<file path="src/logic/enh_timer_consts.svh">
/*
 * Constants for the channel A control section of the 10-bit timer:
 * register offsets, field codes, reset values and counts.
 * Assumes one 20 MHz clock and a 32-bit AHB-Lite register bus.
 */
`ifndef ENH_TIMER_CONSTS_SVH
`define ENH_TIMER_CONSTS_SVH

// ------------------------------------------------------------------
// Register byte offsets
// ------------------------------------------------------------------
`define OFS_CTRL0      8'h00
`define OFS_CTRL1      8'h04
`define OFS_COMPARE_A  8'h08
`define OFS_COUNT      8'h0c

// ------------------------------------------------------------------
// Reset values and field constants
// ------------------------------------------------------------------
`define CTRL0_RESET    8'h00
`define CTRL1_RESET    8'h00
`define COMPARE_A_RESET 10'h000
`define CLK_SYS_DIV4   3'h0
`define CLK_SYS        3'h1
`define CLK_HIGH_DIV16 3'h2
`define CLK_HIGH_DIV64 3'h3
`define CLK_TIMEBASE   3'h4
`define CLK_RESERVED   3'h5
`define CLK_EXT_RISE   3'h6
`define CLK_EXT_FALL   3'h7
`define PERIOD_LOW_MAX 7'h7f
`define SYS_DIV4_LAST  2'h3
`define HIGH_DIV16_LAST 4'hf
`define HIGH_DIV64_LAST 6'h3f

`endif

</file>
<file path="src/logic/enh_timer_pkg.sv">
/*
 * Types for the channel A timer control section.
 * Assumes the constants header supplies offsets and reset values.
 */
`default_nettype none
package enh_timer_pkg;

    typedef struct packed {
        logic       pause_bit;
        logic [2:0] count_clock_select;
        logic       timer_on_bit;
        logic [2:0] period_value;
    } ctrl0_s;

    typedef struct packed {
        logic [1:0] chan_a_mode_field;
        logic [1:0] chan_a_pin_function;
        logic       chan_a_output_control;
        logic       chan_a_polarity;
        logic       direction_flag;
        logic       clear_select;
    } ctrl1_s;

    typedef enum logic [1:0] {
        MODE_COMPARE,
        MODE_CAPTURE,
        MODE_PWM,
        MODE_TIMER
    } chan_mode_e;

endpackage
`default_nettype wire
</file>
<file path="src/logic/enh_timer_ctrl.sv">
/*
 * Channel A control section of a 10-bit timer with an AHB-Lite slave.
 * Assumes single word transfers, synchronous pin inputs and one-cycle
 * tick strobes for the high and timebase clocks.
 */
// The address map and the AHB-Lite slave port were left to the implementer.
`timescale 1ns/100ps
`default_nettype none
`include "enh_timer_consts.svh"

module enh_timer_ctrl
    import enh_timer_pkg::*;
(
    input  wire logic        i_ref_clk,
    input  wire logic        i_resetn,
    input  wire logic        i_clk_en,
    input  wire logic        hsel,
    input  wire logic [31:0] haddr,
    input  wire logic [1:0]  htrans,
    input  wire logic        hwrite,
    input  wire logic [2:0]  hsize,
    input  wire logic [31:0] hwdata,
    input  wire logic        hready,
    output logic             hreadyout,
    output logic             hresp,
    output logic [31:0]      hrdata,
    input  wire logic        i_high_clock_tick,
    input  wire logic        i_timebase_tick,
    input  wire logic        i_ext_count_clock_pin,
    input  wire logic        i_chan_a_pin,
    output logic             o_chan_a_pin,
    output logic             o_chan_a_pin_oe,
    output logic [9:0]       o_count
);

    // ------------------------------------------------------------------
    // Bus slave
    // ------------------------------------------------------------------
    ctrl0_s     ctrl0;
    ctrl1_s     ctrl1;
    logic [9:0] compare_a;
    logic [9:0] count;
    logic       wr_pend;
    logic [7:0] wr_addr;
    logic       addr_ok;
    logic       wr_ctrl0;
    logic       wr_ctrl1;
    logic       wr_cmp;
    logic [31:0] next_rdata;

    assign hreadyout = 1'b1;
    assign hresp     = 1'b0;
    assign addr_ok   = hsel && hready && htrans[1];

    always_ff @(posedge i_ref_clk) begin
        if (!i_resetn) begin
            wr_pend <= 1'b0;
            wr_addr <= 8'h00;
        end else if (i_clk_en) begin
            wr_pend <= addr_ok && hwrite;
            wr_addr <= haddr[7:0];
        end
    end

    assign wr_ctrl0 = wr_pend && wr_addr == `OFS_CTRL0;
    assign wr_ctrl1 = wr_pend && wr_addr == `OFS_CTRL1;
    assign wr_cmp   = wr_pend && wr_addr == `OFS_COMPARE_A;

    always_comb begin
        case (haddr[7:0])
            `OFS_CTRL0:     next_rdata = {24'h000000, ctrl0};
            `OFS_CTRL1:     next_rdata = {24'h000000, ctrl1};
            `OFS_COMPARE_A: next_rdata = {22'h0, compare_a};
            `OFS_COUNT:     next_rdata = {22'h0, count};
            default:        next_rdata = 32'h00000000;
        endcase
    end

    always_ff @(posedge i_ref_clk) begin
        if (!i_resetn) begin
            hrdata <= 32'h00000000;
        end else if (i_clk_en && addr_ok && !hwrite) begin
            hrdata <= next_rdata;
        end
    end

    // ------------------------------------------------------------------
    // Mode decode
    // ------------------------------------------------------------------
    chan_mode_e mode;
    logic       single_pulse;
    logic       on_prev;
    logic       on_rise;
    logic       running;

    assign mode = chan_mode_e'(ctrl1.chan_a_mode_field);
    assign single_pulse = mode == MODE_PWM
                       && ctrl1.chan_a_pin_function == 2'h3;
    assign on_rise = ctrl0.timer_on_bit && !on_prev;
    assign running = ctrl0.timer_on_bit
                  && !ctrl0.pause_bit;

    // ------------------------------------------------------------------
    // Count clock selection
    // ------------------------------------------------------------------
    logic [1:0] sys_div;
    logic [5:0] high_div;
    logic       ext_q;
    logic       ext_prev;
    logic       ext_rise;
    logic       ext_fall;
    logic       tick;

    always_ff @(posedge i_ref_clk) begin
        if (!i_resetn) begin
            sys_div <= 2'h0;
        end else if (i_clk_en) begin
            sys_div <= sys_div + 2'h1;
        end
    end

    always_ff @(posedge i_ref_clk) begin
        if (!i_resetn) begin
            high_div <= 6'h00;
        end else if (i_clk_en && i_high_clock_tick) begin
            high_div <= high_div + 6'h01;
        end
    end

    always_ff @(posedge i_ref_clk) begin
        if (!i_resetn) begin
            ext_q    <= 1'b0;
            ext_prev <= 1'b0;
        end else if (i_clk_en) begin
            ext_q    <= i_ext_count_clock_pin;
            ext_prev <= ext_q;
        end
    end

    assign ext_rise = ext_q && !ext_prev;
    assign ext_fall = !ext_q && ext_prev;

    always_comb begin
        case (ctrl0.count_clock_select)
            `CLK_SYS_DIV4:   tick = sys_div == `SYS_DIV4_LAST;
            `CLK_SYS:        tick = 1'b1;
            `CLK_HIGH_DIV16: tick = i_high_clock_tick
                                 && high_div[3:0] == `HIGH_DIV16_LAST;
            `CLK_HIGH_DIV64: tick = i_high_clock_tick
                                 && high_div == `HIGH_DIV64_LAST;
            `CLK_TIMEBASE:   tick = i_timebase_tick;
            `CLK_EXT_RISE:   tick = ext_rise;
            `CLK_EXT_FALL:   tick = ext_fall;
            default:         tick = 1'b0;
        endcase
    end

    // ------------------------------------------------------------------
    // Counter and comparators
    // ------------------------------------------------------------------
    logic [9:0] count_inc;
    logic       step;
    logic       period_hit;
    logic       match_a;
    logic       clear_by_a;
    logic       wrap_clear;

    assign step      = i_clk_en && running && tick;
    assign count_inc = count + 10'h001;
    // Period zero makes the match coincide with the natural overflow
    assign period_hit = count_inc[9:7] == ctrl0.period_value
                     && count_inc[6:0] == 7'h00;
    assign match_a    = step && count == compare_a;
    assign clear_by_a = ctrl1.clear_select && !single_pulse
                     && mode != MODE_CAPTURE;
    assign wrap_clear = single_pulse ? 1'b0
                      : clear_by_a ? match_a
                      : period_hit;

    always_ff @(posedge i_ref_clk) begin
        if (!i_resetn) begin
            on_prev <= 1'b0;
        end else if (i_clk_en) begin
            on_prev <= ctrl0.timer_on_bit;
        end
    end

    always_ff @(posedge i_ref_clk) begin
        if (!i_resetn) begin
            count <= 10'h000;
        end else if (i_clk_en && on_rise) begin
            count <= 10'h000;
        end else if (step) begin
            count <= wrap_clear ? 10'h000 : count_inc;
        end
    end

    assign o_count = count;

    // ------------------------------------------------------------------
    // Control registers
    // ------------------------------------------------------------------
    logic ext_start;
    logic pulse_end;

    assign ext_start = single_pulse && ext_rise;
    assign pulse_end = single_pulse && match_a;

    always_ff @(posedge i_ref_clk) begin
        if (!i_resetn) begin
            ctrl0 <= `CTRL0_RESET;
        end else if (i_clk_en) begin
            if (wr_ctrl0) begin
                ctrl0 <= hwdata[7:0];
            end else if (ext_start) begin
                ctrl0.timer_on_bit <= 1'b1;
            end else if (pulse_end) begin
                ctrl0.timer_on_bit <= 1'b0;
            end
        end
    end

    always_ff @(posedge i_ref_clk) begin
        if (!i_resetn) begin
            ctrl1 <= `CTRL1_RESET;
        end else if (i_clk_en && wr_ctrl1) begin
            ctrl1 <= {hwdata[7:2], 1'b0, hwdata[0]};
        end
    end

    // ------------------------------------------------------------------
    // Capture and compare A register
    // ------------------------------------------------------------------
    logic pin_q;
    logic pin_prev;
    logic cap_edge;

    always_ff @(posedge i_ref_clk) begin
        if (!i_resetn) begin
            pin_q    <= 1'b0;
            pin_prev <= 1'b0;
        end else if (i_clk_en) begin
            pin_q    <= i_chan_a_pin;
            pin_prev <= pin_q;
        end
    end

    always_comb begin
        case (ctrl1.chan_a_pin_function)
            2'h0:    cap_edge = pin_q && !pin_prev;
            2'h1:    cap_edge = !pin_q && pin_prev;
            2'h2:    cap_edge = pin_q != pin_prev;
            default: cap_edge = 1'b0;
        endcase
    end

    always_ff @(posedge i_ref_clk) begin
        if (!i_resetn) begin
            compare_a <= `COMPARE_A_RESET;
        end else if (i_clk_en) begin
            if (mode == MODE_CAPTURE && cap_edge) begin
                compare_a <= count;
            end else if (wr_cmp) begin
                compare_a <= hwdata[9:0];
            end
        end
    end

    // ------------------------------------------------------------------
    // Channel A output
    // ------------------------------------------------------------------
    logic cmp_level;
    logic active;
    logic pin_level;
    logic oc;

    assign oc = ctrl1.chan_a_output_control;

    always_ff @(posedge i_ref_clk) begin
        if (!i_resetn) begin
            cmp_level <= 1'b0;
        end else if (i_clk_en && mode == MODE_COMPARE) begin
            if (on_rise) begin
                cmp_level <= oc;
            end else if (match_a) begin
                case (ctrl1.chan_a_pin_function)
                    2'h1:    cmp_level <= oc ? 1'b0 : cmp_level;
                    2'h2:    cmp_level <= oc ? cmp_level : 1'b1;
                    2'h3:    cmp_level <= !cmp_level;
                    default: cmp_level <= cmp_level;
                endcase
            end
        end
    end

    always_comb begin
        case (ctrl1.chan_a_pin_function)
            2'h0:    active = 1'b0;
            2'h1:    active = 1'b1;
            2'h2:    active = ctrl0.timer_on_bit && count < compare_a;
            default: active = ctrl0.timer_on_bit;
        endcase
    end

    assign pin_level = mode == MODE_COMPARE ? cmp_level
                     : active ? oc : !oc;

    always_ff @(posedge i_ref_clk) begin
        if (!i_resetn) begin
            o_chan_a_pin    <= 1'b0;
            o_chan_a_pin_oe <= 1'b0;
        end else if (i_clk_en) begin
            o_chan_a_pin    <= pin_level ^ ctrl1.chan_a_polarity;
            o_chan_a_pin_oe <= mode == MODE_COMPARE || mode == MODE_PWM;
        end
    end

    // ------------------------------------------------------------------
    // Checks
    // ------------------------------------------------------------------
    pause_hold_a: assert property (@(posedge i_ref_clk) disable iff (!i_resetn)
        i_clk_en && ctrl0.pause_bit && !on_rise |=> $stable(count))
        else $error("count moved while paused");

    reserved_clk_a: assert property (@(posedge i_ref_clk)
        disable iff (!i_resetn)
        i_clk_en && !on_rise
        && ctrl0.count_clock_select == `CLK_RESERVED
        |=> $stable(count))
        else $error("reserved clock code moved the count");

    off_hold_a: assert property (@(posedge i_ref_clk) disable iff (!i_resetn)
        i_clk_en && !ctrl0.timer_on_bit |=> $stable(count))
        else $error("count moved while off");

    on_clear_a: assert property (@(posedge i_ref_clk) disable iff (!i_resetn)
        i_clk_en && on_rise |=> count == 10'h000)
        else $error("count not cleared on switch-on");

    init_level_a: assert property (@(posedge i_ref_clk)
        disable iff (!i_resetn)
        i_clk_en && on_rise && mode == MODE_COMPARE
        |=> cmp_level == $past(oc))
        else $error("pin not returned to initial level");

    period_clr_a: assert property (@(posedge i_ref_clk)
        disable iff (!i_resetn)
        step && !on_rise && !clear_by_a && !single_pulse
        && count[9:7] == ctrl0.period_value - 3'h1
        && count[6:0] == `PERIOD_LOW_MAX |=> count == 10'h000)
        else $error("period match did not clear the counter");

    cmp_a_clr_a: assert property (@(posedge i_ref_clk)
        disable iff (!i_resetn)
        match_a && !on_rise && clear_by_a |=> count == 10'h000)
        else $error("compare A match did not clear the counter");

    toggle_out_a: assert property (@(posedge i_ref_clk)
        disable iff (!i_resetn)
        match_a && !on_rise && mode == MODE_COMPARE
        && ctrl1.chan_a_pin_function == 2'h3
        |=> cmp_level != $past(cmp_level))
        else $error("toggle on compare match missing");

    polarity_a: assert property (@(posedge i_ref_clk)
        disable iff (!i_resetn)
        i_clk_en && mode == MODE_COMPARE
        |=> o_chan_a_pin == ($past(cmp_level)
                           ^ $past(ctrl1.chan_a_polarity)))
        else $error("pin polarity wrong");

    capture_a: assert property (@(posedge i_ref_clk) disable iff (!i_resetn)
        i_clk_en && mode == MODE_CAPTURE && cap_edge
        |=> compare_a == $past(count))
        else $error("capture did not store the count");

    dir_up_a: assert property (@(posedge i_ref_clk) disable iff (!i_resetn)
        step && !on_rise && !wrap_clear
        |=> count == $past(count_inc) && !ctrl1.direction_flag)
        else $error("counter not counting up by one");

endmodule // enh_timer_ctrl

`default_nettype wire

</file>
<file path="config.mk">
export PLATFORM = sky130hd
export DESIGN_NAME = enh_timer_ctrl
export DESIGN_NICKNAME = d
export VERILOG_FILES = /design/src/logic/enh_timer_pkg.sv /design/src/logic/enh_timer_ctrl.sv
export VERILOG_INCLUDE_DIRS = /design/src /design/src/logic
export SDC_FILE = /design/constraint.sdc
export NUM_CORES = 1
export LEC_CHECK = 0
export ABC_CLOCK_PERIOD_IN_PS = 2500
export BUFFER_PORTS_ARGS = -buffer_cell sky130_fd_sc_hd__buf_4
export CAP_MARGIN = 20
export CELL_PAD_IN_SITES_DETAIL_PLACEMENT = 1
export CELL_PAD_IN_SITES_GLOBAL_PLACEMENT = 1
export CORE_MARGIN = 4
export CORE_UTILIZATION = 38
export DETAILED_ROUTE_END_ITERATION = 7
export PLACE_DENSITY = 0.8
export SYNTH_ARGS = -nofsm -noshare
export SYNTH_HDL_FRONTEND = slang
export SYNTH_SLANG_ARGS = --single-unit
</file>
<file path="constraint.sdc">
create_clock -name i_ref_clk -period 2.5 [get_ports i_ref_clk]
set_clock_uncertainty 0.05 [all_clocks]
set_input_delay 0.75 -clock i_ref_clk [delete_from_list [all_inputs] [get_ports i_ref_clk]]
set_output_delay 0.75 -clock i_ref_clk [all_outputs]
set_load 0.02 [all_outputs]
</file>
==> flow_summary.yaml <==
finish:
  fin_util_pct: 45.7
  antenna-diode-count: 0
  design.final.nets: 631
  post_route_cells_drive_above_1_share_pct: 21.0
  fillers: 1294
  syn_to_final_growth_pct: 17.5
sta:
  finalSetupViolations: 0
  max_slew.worst_pin.slew_ns: 0.527
  setup_tns_ns: 0
  layout_worst_path_cycle_share_pct: 95.9
  maxClockFrequency_ghz: 0.417
  finalWorstPathRequiredPeriod_ns: 2.40
  hold_viol: 0
  timing.final.max_slew_violations: 0
  maxSlewHeadroom_pct: 64.8
grt:
  grt_max_degree: 41
  gr-total-overflow: 0
  antenna_found_initial: 0
  global_route_wire_length_before_repair_mm: 19.1
  number_of_global_route_vias_before_repair: 3705
  grt.total_usage_pct: 18.5
critical_path:
  slowest_delay_ns: 0.38
  worstSetupEndpointType: "flop"
  setup.worst_path.start_class: "flop"
  worstPathBufferInverterCount: 2
  cp_cell_sequence: "inv_1, ha_1, a21o_1, a221o_1, a31oi_2, o21ai_1, nor4_2, buf_4, nand4b_1, o211ai_1"
  cpMaxStageDelayCell: "sky130_fd_sc_hd__dfxtp_1"
  cpLargestDelayFamily: "compound AO/OA/AOI/OAI gates"
  crit_arrival_ns: 2.63
  cp.required_ns: 2.73
  path_class: "reg2reg"
  crit_path_max_fanout: 3
pwr:
  cell_internal_pwr_mw: 1.68
  p_sw_mw: 0.588
  relative_contribution_of_sequential_cells_to_total_power_pct: 50.8
  power_per_cell_area_nw_per_um2: 455
  switching_share_pct: 25.9
  p_clk_share_pct: 38.1
  power.leakage_nw: 2.15
  vdd_ir_drop_max_uv: 203
  p_comb_share_pct: 11.1
clocking:
  cts_buffers: 9
  clock_tree.buffer_depth: 2
  cts_tree: "done"
  tritoncts_sink_count: 70
  clock_latency_ns: 0.35
  path_clk_slew_ns: 0.07
  cts_hold_repair.buffers: 0
  cts_max_level: 3
  post_cts_setup_bufs: 0
  ctsRootBufferMaster: "sky130_fd_sc_hd__clkbuf_8"
yosys:
  yosysTopAreaCell: "sky130_fd_sc_hd__dfxtp_1"
  ys_seq_area_share_pct: 33.1
  asyncSetResetFlopFracSynth_pct: 0
  synth.ff_latch_count: 70
  synth.lib_cells_used.distinct: 60
  avgSynthCellArea_um2: 8.85
  synth.top_cell.area_share_pct: 33.1
  synth_edf_count: 0
  ys_top_cells_by_area: "sky130_fd_sc_hd__dfxtp_1 33%, sky130_fd_sc_hd__mux2i_1 9.0%, sky130_fd_sc_hd__ha_1 5.9%"
  synthesis.area_um2: 4240
  synth.top_cells.by_count: "70 x sky130_fd_sc_hd__dfxtp_1, 40 x sky130_fd_sc_hd__nor2b_1, 38 x sky130_fd_sc_hd__mux2i_1, 38 x sky130_fd_sc_hd__nand2_1"
  synth_cells: 479
  dominantRegCellSynth: "sky130_fd_sc_hd__dfxtp_1"
  synth.yosys.warnings: 0
  synth.most_common_cell: "sky130_fd_sc_hd__dfxtp_1"
detailed_routing:
  drt_first_pass_iters: 4
  drt_drc_violations_left: 0
  drtAntennaViolNets: 0
  wl_per_cell_um: 17.8
  drt-initial-drc-count: 195
  totalWireLength_mm: 12.1
  vias_per_cell: 5.41
  dr_total_vias: 3664
hold_path:
  timing.hold.worst.class: "reg2reg"
status:
  outcome: "completed"
die:
  row_count: 38
  ios: 125
  initial_core_utilization_pct: 38.9
  die-height_um: 114
  die_w_um: 114
  core_area_um2: 10900
  die_area_um2: 12900
placement:
  dp_hpwl_mm: 9.14
  finalWeightedCongestion: 0.854
  io_buffer_count: 50
flow_run:
  maxCapViolCount: 0
-- layer usage --
layer | part of all wire [%] | track usage, % | vias to the layer above
met5 | 0 | 0 | -
met1 | 43 | 23.2 | 1809
li1 | - | - | 1751
met3 | 4.5 | 4.67 | 20
met2 | 50 | 31.7 | 84
met4 | 1.9 | 4.97 | 0
-- metrics by stage --
stage	total power, mW	hold WS [ns]	instances	worst slack, ns	area [µm²]
finish	2.27	0.434	677	0.103	4980
CTS	2.29	0.439	677	0.00126	4940
global placement	1.41	0.410	661	0.0153	4750
floorplan	1.36	0.395	501	0.289	4320
global route	2.36	0.467	677	-0.0371	4980
detailed placement	1.42	0.427	661	-0.0641	4750
-- sequential cells by signal, summed over array words and instances, names as in the netlist, 4 cells and up --
register   cells
hrdata        10
high_div       6
ctrl0          8
ctrl1          4
o_count       10
compare_a     10
wr_addr        8
-- power groups by stage --
stage	clock [mW]	sequential [mW]	combinational, mW
floorplan	0	1.18	0.183
global placement	0	1.17	0.238
detailed placement	0	1.18	0.247
CTS	0.892	1.15	0.249
global route	0.934	1.15	0.275
finish	0.865	1.15	0.252
-- tightest hold or removal path: cells and delay by family, from the launching register on --
kind | cells | cell delay [ns]
AO/OA/AOI/OAI | 1 | 0.07
flip-flops | 1 | 0.31
AND/OR/NAND/NOR | 1 | 0.06
-- area by class of cell --
| cell class | count | area [µm²] | area share (%) |
|---|---|---|---|
| multi-input combinational | 353 | 2570 | 51.5 |
| sequential | 70 | 1410 | 28.3 |
| timing repair buffer | 74 | 556 | 11.2 |
| tap | 140 | 175 | 3.52 |
| clock buffer | 13 | 169 | 3.39 |
| inverter | 24 | 90.1 | 1.81 |
| clock inverter | 3 | 17.5 | 0.352 |
-- cells in the final DEF (no fill, tap or decap), types with 5 or more instances in the layout --
cell	count
sky130_fd_sc_hd__a21oi_1	20
sky130_fd_sc_hd__a22oi_1	10
sky130_fd_sc_hd__and2_1	7
sky130_fd_sc_hd__buf_4	74
sky130_fd_sc_hd__clkbuf_8	12
sky130_fd_sc_hd__conb_1	24
sky130_fd_sc_hd__dfxtp_1	65
sky130_fd_sc_hd__dfxtp_2	5
sky130_fd_sc_hd__ha_1	20
sky130_fd_sc_hd__inv_1	24
sky130_fd_sc_hd__mux2i_1	38
sky130_fd_sc_hd__mux4_2	7
sky130_fd_sc_hd__nand2_1	38
sky130_fd_sc_hd__nand2b_1	5
sky130_fd_sc_hd__nand3_1	18
sky130_fd_sc_hd__nor2_1	18
sky130_fd_sc_hd__nor2b_1	40
sky130_fd_sc_hd__nor3_1	7
sky130_fd_sc_hd__o211a_1	10
sky130_fd_sc_hd__o211ai_1	6
sky130_fd_sc_hd__o21ai_0	11
sky130_fd_sc_hd__or3_1	7
sky130_fd_sc_hd__xnor2_1	8
-- cell families (layout without fill, tap and decap cells) --
family          Yosys count  count (layout)  share of synthesized area [%]
compound gates           85              85                           14.9
xor+xnor                 11              11                           2.27
mux                      45              45                           12.7
simple gates            168             168                           21.6
other cells               2              24                          0.177
fa+ha+maj                20              20                           5.90
flops                    70              70                           33.1
buf+inv                  78             114                           9.42
-- final timing paths --
kind / slack, ns / from / cells after the start / end
worst max register to register: 0.10 / compare_a[3] / 10 / o_chan_a_pin
worst min-delay path: 0.43 / o_chan_a_pin_oe / 2 / o_chan_a_pin_oe
worst max-delay path: 0.10 / compare_a[3] / 10 / o_chan_a_pin
worst min register to register: 0.43 / o_chan_a_pin_oe / 2 / o_chan_a_pin_oe
-- repair_timing --
action | 4_1_cts | 5_1_grt
gates cloned | 0 | 0
gates resized for setup | 1 | 13
hold endpoints to repair | 0 | 0
endpoints found under the setup margin | 1 | 8
pin swaps | 0 | 3
Power figures use the tool's default switching activity.
